--- src/hdl/rfcsi_pkg.sv ---
// shared constants of the converter status and interrupt block
package rfcsi_pkg;
  localparam int unsigned ADDR_W   = 16;
  localparam int unsigned DATA_W   = 4;
  localparam int unsigned CNT_W    = 20;
  localparam int unsigned NIBBLES  = 5;
  // register byte addresses
  localparam logic [15:0] ADDR_RUN_STAT = 16'hff91;
  localparam logic [15:0] ADDR_MC_BASE  = 16'hff92;
  localparam logic [15:0] ADDR_TC_BASE  = 16'hff97;
  localparam logic [15:0] ADDR_IRQ_EN   = 16'hffe7;
  localparam logic [15:0] ADDR_IRQ_PEND = 16'hfff7;
  // bit positions
  localparam int unsigned BIT_SEN_RUN   = 0;
  localparam int unsigned BIT_REF_RUN   = 1;
  localparam int unsigned BIT_MC_OVF    = 2;
  localparam int unsigned BIT_TB_OVF    = 3;
  localparam int unsigned BIT_SEN       = 0;
  localparam int unsigned BIT_REF       = 1;
  // counter end values, count step and zero nibble
  localparam logic [19:0] CNT_ZERO = 20'h00000;
  localparam logic [19:0] CNT_ALL1 = 20'hfffff;
  localparam logic [19:0] CNT_ONE  = 20'h00001;
  localparam logic [3:0]  NIB_ZERO = 4'h0;
  localparam logic [2:0]  SEQ_LAST = 3'h4;
endpackage : rfcsi_pkg

--- src/hdl/rfcsi_if.sv ---
// cpu to converter i/o memory link with interrupt requests
`timescale 1ns/1ps
interface rfcsi_if;
  logic [15:0] addr;
  logic [3:0]  wdata;
  logic        wr;
  logic        rd;
  logic [3:0]  rdata;
  logic        sensor_irq;
  logic        ref_irq;
  modport dev (input addr, wdata, wr, rd,
               output rdata, sensor_irq, ref_irq);
  modport cpu (output addr, wdata, wr, rd,
               input rdata, sensor_irq, ref_irq);
endinterface : rfcsi_if

--- src/hdl/rfcsi_dev.sv ---
// converter end: counters, run bits, overflow, enable, pending
//
// Local design decision: the strobed register port.
`timescale 1ns/1ps
module rfcsi_dev
  import rfcsi_pkg::*;
(
  input  wire logic i_sys_clk,
  input  wire logic i_rst,
  rfcsi_if.dev      bus,
  input  wire logic i_meas_tick,
  input  wire logic i_tb_tick,
  input  wire logic i_debug_mode,
  output logic      o_ref_running,
  output logic      o_sen_running,
  output logic      o_conv_end
);

  // ****************************************
  // state
  // ****************************************
  logic [CNT_W-1:0] meas_q;
  logic [CNT_W-1:0] meas_d;
  logic [CNT_W-1:0] tb_q;
  logic [CNT_W-1:0] tb_d;
  logic             ref_run_q;
  logic             sen_run_q;
  logic             mc_ovf_q;
  logic             tb_ovf_q;
  logic             en_sen_q;
  logic             en_ref_q;
  logic             pend_sen_q;
  logic             pend_ref_q;
  logic [3:0]       rdata_q;
  logic             end_q;

  // ****************************************
  // decode
  // ****************************************
  wire        wr_run  = bus.wr && (bus.addr == ADDR_RUN_STAT);
  wire        wr_en   = bus.wr && (bus.addr == ADDR_IRQ_EN);
  wire        wr_pend = bus.wr && (bus.addr == ADDR_IRQ_PEND);
  wire        start_ref = wr_run && bus.wdata[BIT_REF_RUN];
  wire        start_sen = wr_run && bus.wdata[BIT_SEN_RUN];
  wire        any_start = start_ref || start_sen;

  // ****************************************
  // conversion events
  // ****************************************
  wire mc_wrap = i_meas_tick && (meas_q == CNT_ALL1);
  // reference: meas reaches zero normally, timebase borrow is overflow
  wire ref_norm = ref_run_q && mc_wrap;
  wire ref_ovf  = ref_run_q && i_tb_tick
                  && (tb_q == CNT_ZERO);
  // sensor: timebase reaches zero normally, meas wrap is overflow
  wire sen_norm = sen_run_q && i_tb_tick
                  && (tb_q == CNT_ALL1);
  wire sen_ovf  = sen_run_q && mc_wrap;
  wire ref_done = ref_norm || ref_ovf;
  wire sen_done = sen_norm || sen_ovf;

  // pending sets ignore enable except in debug mode
  wire set_pref = ref_done && (!i_debug_mode || en_ref_q);
  wire set_psen = sen_done && (!i_debug_mode || en_sen_q);

  // ****************************************
  // per-nibble decode of both counters
  // ****************************************
  wire [NIBBLES-1:0] mc_hit;
  wire [NIBBLES-1:0] tc_hit;
  wire [CNT_W-1:0]   mc_wmask;
  wire [CNT_W-1:0]   tc_wmask;
  wire [CNT_W-1:0]   wdata_rep;
  wire [DATA_W-1:0]  cnt_rd [NIBBLES+1];

  assign cnt_rd[0] = NIB_ZERO;
  for (genvar g = 0; g < NIBBLES; g++)
  begin : g_nib
    wire [DATA_W-1:0] mc_nib = meas_q[g*DATA_W +: DATA_W];
    wire [DATA_W-1:0] tc_nib = tb_q[g*DATA_W +: DATA_W];
    assign mc_hit[g] = (bus.addr == ADDR_MC_BASE + 16'(g));
    assign tc_hit[g] = (bus.addr == ADDR_TC_BASE + 16'(g));
    assign mc_wmask[g*DATA_W +: DATA_W] = {DATA_W{bus.wr && mc_hit[g]}};
    assign tc_wmask[g*DATA_W +: DATA_W] = {DATA_W{bus.wr && tc_hit[g]}};
    assign wdata_rep[g*DATA_W +: DATA_W] = bus.wdata;
    assign cnt_rd[g+1] = cnt_rd[g]
                         | (mc_hit[g] ? mc_nib : NIB_ZERO)
                         | (tc_hit[g] ? tc_nib : NIB_ZERO);
  end

  // ****************************************
  // counters with nibble writes
  // ****************************************
  wire running = ref_run_q || sen_run_q;
  always_comb
  begin
    meas_d = meas_q;
    tb_d   = tb_q;
    if (running && i_meas_tick)
      meas_d = meas_q + CNT_ONE;
    if (ref_run_q && i_tb_tick)
      tb_d = tb_q - CNT_ONE;
    else if (sen_run_q && i_tb_tick)
      tb_d = tb_q + CNT_ONE;
    // a nibble write overrides counting for that nibble only
    meas_d = (meas_d & ~mc_wmask) | (wdata_rep & mc_wmask);
    tb_d   = (tb_d & ~tc_wmask) | (wdata_rep & tc_wmask);
  end

  always_ff @(posedge i_sys_clk)
  begin
    meas_q <= meas_d;
    tb_q   <= tb_d;
  end

  // ****************************************
  // run, overflow, enable and pending bits
  // ****************************************
  // run bits: a start wins over a stop in the same cycle
  always_ff @(posedge i_sys_clk)
  begin
    if (i_rst)
    begin
      ref_run_q <= 1'b0;
      sen_run_q <= 1'b0;
    end
    else
    begin
      ref_run_q <= start_ref || (ref_run_q && !ref_done);
      sen_run_q <= start_sen || (sen_run_q && !sen_done);
    end
  end

  // overflow flags: set wins over write-one clear or start clear
  wire clr_mc_ovf = any_start || (wr_run && bus.wdata[BIT_MC_OVF]);
  wire clr_tb_ovf = any_start || (wr_run && bus.wdata[BIT_TB_OVF]);
  always_ff @(posedge i_sys_clk)
  begin
    if (i_rst)
    begin
      mc_ovf_q <= 1'b0;
      tb_ovf_q <= 1'b0;
    end
    else
    begin
      mc_ovf_q <= sen_ovf || (mc_ovf_q && !clr_mc_ovf);
      tb_ovf_q <= ref_ovf || (tb_ovf_q && !clr_tb_ovf);
    end
  end

  // enable bits hold their stored value
  always_ff @(posedge i_sys_clk)
  begin
    if (i_rst)
    begin
      en_sen_q <= 1'b0;
      en_ref_q <= 1'b0;
    end
    else if (wr_en)
    begin
      en_sen_q <= bus.wdata[BIT_SEN];
      en_ref_q <= bus.wdata[BIT_REF];
    end
  end

  // pending flags: set wins over write-one clear
  wire clr_psen = wr_pend && bus.wdata[BIT_SEN];
  wire clr_pref = wr_pend && bus.wdata[BIT_REF];
  always_ff @(posedge i_sys_clk)
  begin
    if (i_rst)
    begin
      pend_sen_q <= 1'b0;
      pend_ref_q <= 1'b0;
      end_q      <= 1'b0;
    end
    else
    begin
      pend_sen_q <= set_psen || (pend_sen_q && !clr_psen);
      pend_ref_q <= set_pref || (pend_ref_q && !clr_pref);
      end_q      <= ref_done || sen_done;
    end
  end

  // ****************************************
  // read data, one cycle after the strobe
  // ****************************************
  logic [3:0] rsel;
  always_comb
  begin
    rsel = cnt_rd[NIBBLES];
    if (bus.addr == ADDR_RUN_STAT)
      rsel = {tb_ovf_q, mc_ovf_q, ref_run_q, sen_run_q};
    else if (bus.addr == ADDR_IRQ_EN)
      rsel = {2'b00, en_ref_q, en_sen_q};
    else if (bus.addr == ADDR_IRQ_PEND)
      rsel = {2'b00, pend_ref_q, pend_sen_q};
  end

  always_ff @(posedge i_sys_clk)
  begin
    if (i_rst)
      rdata_q <= NIB_ZERO;
    else if (bus.rd)
      rdata_q <= rsel;
  end

  // ****************************************
  // outputs
  // ****************************************
  assign bus.rdata      = rdata_q;
  // request stands while pending or overflow and enable are set
  assign bus.sensor_irq = en_sen_q
                          && (pend_sen_q || mc_ovf_q);
  assign bus.ref_irq    = en_ref_q
                          && (pend_ref_q || tb_ovf_q);
  assign o_ref_running  = ref_run_q;
  assign o_sen_running  = sen_run_q;
  assign o_conv_end     = end_q;

endmodule : rfcsi_dev

--- src/flat_wrapper.sv ---
// flat-port wrapper written by rule: the top's interface ports become plain ports
module rfcsi_dev_flat import rfcsi_pkg::*;
  (i_sys_clk, i_rst, i_meas_tick, i_tb_tick, i_debug_mode, o_ref_running, o_sen_running, o_conv_end, bus_addr, bus_wdata, bus_wr, bus_rd, bus_rdata, bus_sensor_irq, bus_ref_irq);
  rfcsi_if bus_i ();
  input  wire logic i_sys_clk;
  input  wire logic i_rst;
  input  wire logic i_meas_tick;
  input  wire logic i_tb_tick;
  input  wire logic i_debug_mode;
  output logic o_ref_running;
  output logic o_sen_running;
  output logic o_conv_end;
  input wire logic [$bits(bus_i.addr)-1:0] bus_addr;
  input wire logic [$bits(bus_i.wdata)-1:0] bus_wdata;
  input wire logic [$bits(bus_i.wr)-1:0] bus_wr;
  input wire logic [$bits(bus_i.rd)-1:0] bus_rd;
  output wire logic [$bits(bus_i.rdata)-1:0] bus_rdata;
  output wire logic [$bits(bus_i.sensor_irq)-1:0] bus_sensor_irq;
  output wire logic [$bits(bus_i.ref_irq)-1:0] bus_ref_irq;
  assign bus_i.addr = bus_addr;
  assign bus_i.wdata = bus_wdata;
  assign bus_i.wr = bus_wr;
  assign bus_i.rd = bus_rd;
  assign bus_rdata = bus_i.rdata;
  assign bus_sensor_irq = bus_i.sensor_irq;
  assign bus_ref_irq = bus_i.ref_irq;
  rfcsi_dev u_core (.i_sys_clk(i_sys_clk), .i_rst(i_rst), .bus(bus_i), .i_meas_tick(i_meas_tick), .i_tb_tick(i_tb_tick), .i_debug_mode(i_debug_mode), .o_ref_running(o_ref_running), .o_sen_running(o_sen_running), .o_conv_end(o_conv_end));
endmodule
--- config.mk ---
export PLATFORM = sky130hd
export DESIGN_NAME = rfcsi_dev_flat
export DESIGN_NICKNAME = d
export VERILOG_FILES = /design/src/hdl/rfcsi_pkg.sv /design/src/hdl/rfcsi_if.sv /design/src/hdl/rfcsi_dev.sv /design/src/flat_wrapper.sv
export SDC_FILE = /design/constraint.sdc
export NUM_CORES = 1
export LEC_CHECK = 0
export ABC_AREA = 1
export BUFFER_PORTS_ARGS = -buffer_cell sky130_fd_sc_hd__buf_4
export CAP_MARGIN = 20
export CORE_MARGIN = 2
export CORE_UTILIZATION = 55
export DETAILED_ROUTE_END_ITERATION = 6
export MAX_ROUTING_LAYER = met4
export PLACE_DENSITY = 0.74
export SLEW_MARGIN = 30
export SYNTH_ARGS = -nofsm -noshare
export SYNTH_HDL_FRONTEND = slang
export SYNTH_SLANG_ARGS = --single-unit
--- constraint.sdc ---
create_clock -name i_sys_clk -period 2.7 [get_ports i_sys_clk]
set_input_delay 0.27 -clock i_sys_clk [delete_from_list [all_inputs] [get_ports i_sys_clk]]
set_output_delay 0.27 -clock i_sys_clk [all_outputs]
set_load 0.02 [all_outputs]
# [Word level (Yosys, flattened, before mapping)]
# Index checks and enable logic that the tools add are counted.
[totals] inputBits=27 regBits=53 output_inout_bits=9
[op_classes] n_bitwise=17 mux=16 n_addsub=3 n_eq_ne=15 reduce_logical=62
[op_table] cell="$eq 16x16->1 const B" count=13
[op_table] cell="$and 20x20->20" count=4
[op_table] cell="$mux 20" count=3
[op_table] cell="$mux 4" count=13
[op_table] cell="$add 20x1->20 const B" count=2
[op_table] cell="$eq 20x20->1 const B" count=2
[op_table] cell="$not 20->20" count=2
[op_table] cell="$or 20x20->20" count=2
[op_table] cell="$logic_and 1x1->1" count=37
[op_table] cell="$or 4x4->4" count=9
[op_table] cell="$logic_not 20->1" count=1
[op_table] cell="$sub 20x1->20 const B" count=1
[op_table] cell="$logic_or 1x1->1" count=17
[op_table] cell="$logic_not 1->1" count=7

# [Logic depth before layout (Yosys ltp)]
# Gate-level depths: netlist of run 1.
[depth] ltp_word=14 ltp_mapped=15 ltp_nobuf=14

# [Worst setup path before layout of run 1]
# No wires, ideal clock.
[synth_path] path_type="flip-flop to flip-flop" startpoint="reg with a tool-made name" endpoint="reg with a tool-made name" path_stages_with_launch=11 setup_ps=152 t_arrival_ps=1642 path_slack_ps=906 period_less_slack_ps=1794 required_ps=2548 path_cell_list="edfxtp_1 -> inv_1 -> ha_1 -> nand2_1 -> nor2_2 -> inv_1 -> nor2_1 -> nand2_1 -> o31ai_1 -> nand2_1 -> a31oi_1"

==> flow_summary.toml, run 1 <==
[global_routing]
grt_max_degree = 27
grt_pass1_vias = 4402
grt_overflow = 0
antenna_found_initial = 0
grt_first_pass_wirelength_mm = 22.5
grt.total_usage_pct = 33.4

[cts]
hold_buffers = 0
postCtsSetupBuffers = 0
cts_resized = 0
cts_tree = "yes"
cts_root_buffer = "clkbuf_8"
insertion_delay_ns = 0.32
cts-buffers-inserted = 5
cts.htree.levels = 2
cts_buffer_depth = 2
clkTransAtPathRegs_ns = 0.11
cts_sinks = 53

[timing]
maxSlewHeadroom_pct = 61.5
min_period_ns = 2.23
setup_ws_ns = 0.472
hold_violations = 0
rsz0062_at_grt = "false"
clock_skew_ns = 0.0131
setup_tns_ns = 0
slew_violations = 0
worst_slew_pin_slew_ns = 0.575
whs_ns = 0.174
fmax_mhz = 449
finalCritPeriodShare_pct = 82.5
setup_violations = 0

[logic_synthesis]
synth-seq-cells = 53
ys_seq_area_share_pct = 31.3
ys.flop_type = "edfxtp_1"
synthesis.area_mm2 = 0.00460
ys_types = 46
synth_edf_count = 38
synth-async-reset-ratio_pct = 0
yosys-top-cells-area = "edfxtp_1, nand2_1, inv_1"
avgSynthCellArea_um2 = 6.83
syn_inst = 673
yosys.area.top_type_share_pct = 24.8
syn_nets = 704
yosys.area.top_type = "edfxtp_1"
yosysWarnings = 0

[layout]
fillCellCount = 784
ff_latch_area_mm2 = 0.00144
final_common_cell = "nand2_1"
fin_nets = 733
diodes = 0
layout-drive-gt1-share_pct = 13.4
multi_input_area_mm2 = 0.00270
syn_to_final_growth_pct = 9.96
final_cell_mix = "nand2_1, inv_1, nor2_1, nand3_1, o21ai_0"
stdcell_area_mm2 = 0.00506

[critical_path]
critical_path_required_ns = 2.88
worstSetupPathType = "reg2reg"
crit_path_max_fanout = 6
end_kind = "flip-flop"
startpoint_type = "flip-flop"
crit_arrival_ns = 2.41
rr_worst_depth = 10

[pwr]
power_uw = 1540
p_int_uw = 1170
irDropWorstVdd_v = 0.000259
power_density_mw_per_mm2 = 304
swShare_pct = 24.2
p_clk_share_pct = 36.6
p_seq_share_pct = 56.2
power_switching_uw = 371
power_frac_comb_pct = 7.1
leakagePower_uw = 0.00219

[placement]
dp_slack_ns = 0.522
place_congestion = 1.04
place_area_mm2 = 0.00494
dp_hpwl_mm = 11.1
port_buffers = 35

[routing]
viasPerCell = 6.02
drc_errors = 0
dr.pass1.iters = 7
via_count = 4862
wl_per_cell_um = 17.7
drtIter0Drc = 401
antenna_left = 0
drt-total-wl_mm = 14.3

[hold_path]
hold_path.class = "in2reg"
holdPathStages = 2

[die]
die_y_um = 95.4
fp.dieW_um = 95.4
rows = 33
die-area_mm2 = 0.00911
boundaryPins = 36
coreArea_mm2 = 0.00818
start_util_pct = 56.2

[flow_run]
max_cap_violations = 0

[run_status]
status = "finished, final reports clean"
through the flow:
step | cells | utilization (%)
floorplan | 673 | -
global placement | 800 | 60.5
detailed placement | 800 | 60.5
CTS | 808 | 61.8
global route | 808 | 61.8
finish | 808 | 61.8
worst max-delay path: stages, from the launching register on:
cell	delay [ns]
edfxtp_1	0.44
inv_1	0.20
ha_1	0.22
nand2_1	0.13
nor2_2	0.28
inv_1	0.10
nor2_1	0.13
nand2_1	0.10
o31ai_1	0.25
nand2_1	0.08
a31oi_1	0.15
final timing paths:
path                                        start  slack [ns]             endpoint
worst max-delay path                    flip-flop        0.47            flip-flop
worst min-delay path                       bus_rd        0.17  u_core.bus.rdata[0]
worst max register to register          flip-flop        0.47            flip-flop
worst min register to register  u_core.pend_sen_q        0.49    u_core.pend_sen_q
per-layer routing:
metal	vias to the layer above	track usage [%]	wire, um
li1	2330	-	-
met1	2283	41.9	5890
met2	213	56.6	7010
met3	36	3.48	944
met4	0	10.8	442
met5	-	-	0
final cells by class:
type / instances / area share, %
Clock buffer: 7 / 2.13
Inverter: 98 / 7.28
Sequential cell: 53 / 28.5
Timing Repair Buffer: 40 / 5.94
Tap cell: 105 / 2.60
Clock inverter: 1 / 0.124
Multi-Input combinational cell: 504 / 53.4
synth_stat cells (3+ instances only):
| library cell | instances |
|---|---|
| nand2_2 | 5 |
| xnor2_1 | 4 |
| nor3_1 | 10 |
| nor2_2 | 6 |
| o211ai_1 | 3 |
| a31oi_1 | 14 |
| inv_2 | 6 |
| nand3_1 | 50 |
| nor4_1 | 3 |
| o221ai_1 | 3 |
| o21ai_0 | 47 |
| dfxtp_1 | 15 |
| nand4_1 | 21 |
| ha_1 | 4 |
| nand3_2 | 4 |
| clkinv_1 | 4 |
| nand2_1 | 138 |
| a21oi_1 | 34 |
| edfxtp_1 | 38 |
| nor2_4 | 8 |
| o22ai_1 | 13 |
| inv_1 | 88 |
| xor2_1 | 19 |
| clkbuf_1 | 9 |
| buf_2 | 7 |
| nor2_1 | 87 |
| nor3_2 | 7 |
| o21ai_1 | 3 |
cells by family (layout without fill, tap and decap cells):
kind of cell,count (synthesis),after routing,synth area share [%]
AOI/OAI and AO/OA,128,128,15.9
xor gates and xnor gates,23,23,4.38
adders and majority gates,4,4,1.09
buffers and inverters,116,146,9.90
DFF,53,53,31.3
and+or+nand+nor,349,349,37.4
power by group through the flow:
stage	Clock [uW]	Sequential [uW]	Combinational, uW
floorplan	0	885	40.8
global placement	0	883	107
detailed placement	0	883	107
CTS	563	865	107
global route	590	865	118
finish	563	865	109
Power figures use the tool's default switching activity.
==> inputs of run 2 (changes only) <==
--- a/config.mk
+++ b/config.mk
@@ -12,7 +12,7 @@
 export CORE_UTILIZATION = 55
 export DETAILED_ROUTE_END_ITERATION = 6
 export MAX_ROUTING_LAYER = met4
-export PLACE_DENSITY = 0.74
+export PLACE_DENSITY = 0.77
 export SLEW_MARGIN = 30
 export SYNTH_ARGS = -nofsm -noshare
 export SYNTH_HDL_FRONTEND = slang
==> constraint.sdc (replaced) <==
create_clock -name i_sys_clk -period 1.8 [get_ports i_sys_clk]
set_input_delay 0.18 -clock i_sys_clk [delete_from_list [all_inputs] [get_ports i_sys_clk]]
set_output_delay 0.18 -clock i_sys_clk [all_outputs]
set_load 0.02 [all_outputs]
==> flow_summary.toml, run 2 (synthesized netlist as in run 1, its figures left out) <==
[run_status]
status = "finished with violations"
violations = "setup timing"

[die]
fp.dieW_um = 95.4
coreArea_mm2 = 0.00818
die_y_um = 95.4
boundaryPins = 36
die-area_mm2 = 0.00911
rows = 33
start_util_pct = 56.2

[pwr]
leakagePower_uw = 0.00292
irDropWorstVdd_v = 0.000370
power_density_mw_per_mm2 = 351
power_uw = 2220

[timing]
setup_ws_ns = -0.185
maxSlewHeadroom_pct = 61.2
slew_violations = 0
rsz0062_at_grt = "true"
clock_skew_ns = 0.0104
setup_violations = 17
worst_slew_pin_slew_ns = 0.581
finalCritPeriodShare_pct = 110
hold_violations = 0
fmax_mhz = 504
min_period_ns = 1.99

[critical_path]
critical_path_required_ns = 1.86
slowest_stage = "edfxtp_1"
startpoint_type = "flip-flop"
rr_worst_depth = 11
crit_arrival_ns = 2.05
end_kind = "flip-flop"
max_stage_delay_ns = 0.41
crit_chain = "ha_2 > nand2_2 > nor2_4 > nand2_2 > nor2_4 > nand4_1 > nor3_2 > xor2_1 > o21ai_1 > nand2_1 > o21ai_1"
crit_path_max_fanout = 4
worstSetupPathType = "reg2reg"

[global_routing]
grt_first_pass_wirelength_mm = 24.8
gr-max-usage-layer = "met2"
use_met3_pct = 6.32
grtUsageMet2_pct = 60.7
grt_overflow = 0
grt_pass1_vias = 5259
grt_max_degree = 18
antenna_found_initial = 0
grt.total_usage_pct = 36.4
met1_usage_pct = 41.1

[cts]
cts_root_buffer = "clkbuf_8"
cts-buffers-inserted = 5
cts.htree.levels = 2
cts_tree = "yes"
clkTransAtPathRegs_ns = 0.11
insertion_delay_ns = 0.32
cts_buffer_depth = 2
cts_sinks = 53

[layout]
final_cell_mix = "buf_4, nand2_1, inv_1, nor2_1, nand3_1"
final_cells = 946
fin_nets = 871
final_common_cell = "buf_4"
syn_to_final_growth_pct = 37.5
layout-drive-gt1-share_pct = 32.6
diodes = 0
utilization_pct = 77.3
stdcell_area_mm2 = 0.00632

[routing]
dr.pass1.iters = 7
wl_per_cell_um = 17.6
drc_errors = 0
viasPerCell = 5.87
via_count = 5556
drt-total-wl_mm = 16.7
drtIter0Drc = 398
antenna_left = 0

[placement]
dp.cells = 904
place_area_mm2 = 0.00572
place_congestion = 0.976
dp_hpwl_mm = 12.3
port_buffers = 35

[hold_path]
holdPathStages = 2
hold_path.class = "in2reg"

[flow_run]
max_cap_violations = 0
## run 2: per-stage QoR
step	setup TNS [ns]	worst slack [ns]	hold WS, ns
final	-1.57	-0.185	0.0834
after global routing	-4.24	-0.338	0.0854
after CTS	-0.312	-0.0802	0.0832
after detailed placement	-0.775	-0.105	0.420
after global placement	-0.190	-0.0419	0.419
after floorplan	0	0.00611	0.273
## run 2: final cells by class
cell class / count / area, um2
Inverter: 98 / 373
Sequential cell: 53 / 1450
Timing Repair Buffer: 178 / 1370
Tap cell: 105 / 131
Fill cell: 621 / 1850
Clock buffer: 5 / 68.8
Clock inverter: 3 / 20.0
Multi-Input combinational cell: 504 / 2910
## run 2: report_power, final
group	switching [uW]	total (uW)	internal (uW)
registers	2.73	1290	1290
logic	116	196	79.6
clock network	452	731	279
## run 2: path summary, 6_finish.rpt
| check | slack, ns | endpoint | from |
|---|---|---|---|
| max | -0.19 | flip-flop | flip-flop |
| min | 0.08 | u_core.bus.rdata[0] | bus_rd |
| max reg2reg | -0.19 | flip-flop | flip-flop |
| min reg2reg | 0.48 | u_core.bus.rdata[1] | u_core.bus.rdata[1] |
## run 2: critical path: cells and delay by family, from the launching register on
family,cells,cell delay [ns]
AO/OA/AOI/OAI,2,0.16
XOR/XNOR,1,0.20
AND/OR/NAND/NOR,7,0.75
flip-flops,1,0.41
adder cells (fa/ha/maj),1,0.21
## run 2: routing by layer
metal	routed length (um)	part of all wire, %	vias up
met2	8000	48	335
li1	-	-	2604
met3	1600	9.6	101
met1	6170	37	2516
met4	921	5.5	0
met5	0	0	-
## run 2: repair_timing
item / 4_1_cts / 5_1_grt
pin swaps: 8 / 27
hold buffers: 0 / 0
setup buffers: 13 / 23
gates resized for setup: 22 / 54
setup endpoints to repair: 19 / 29
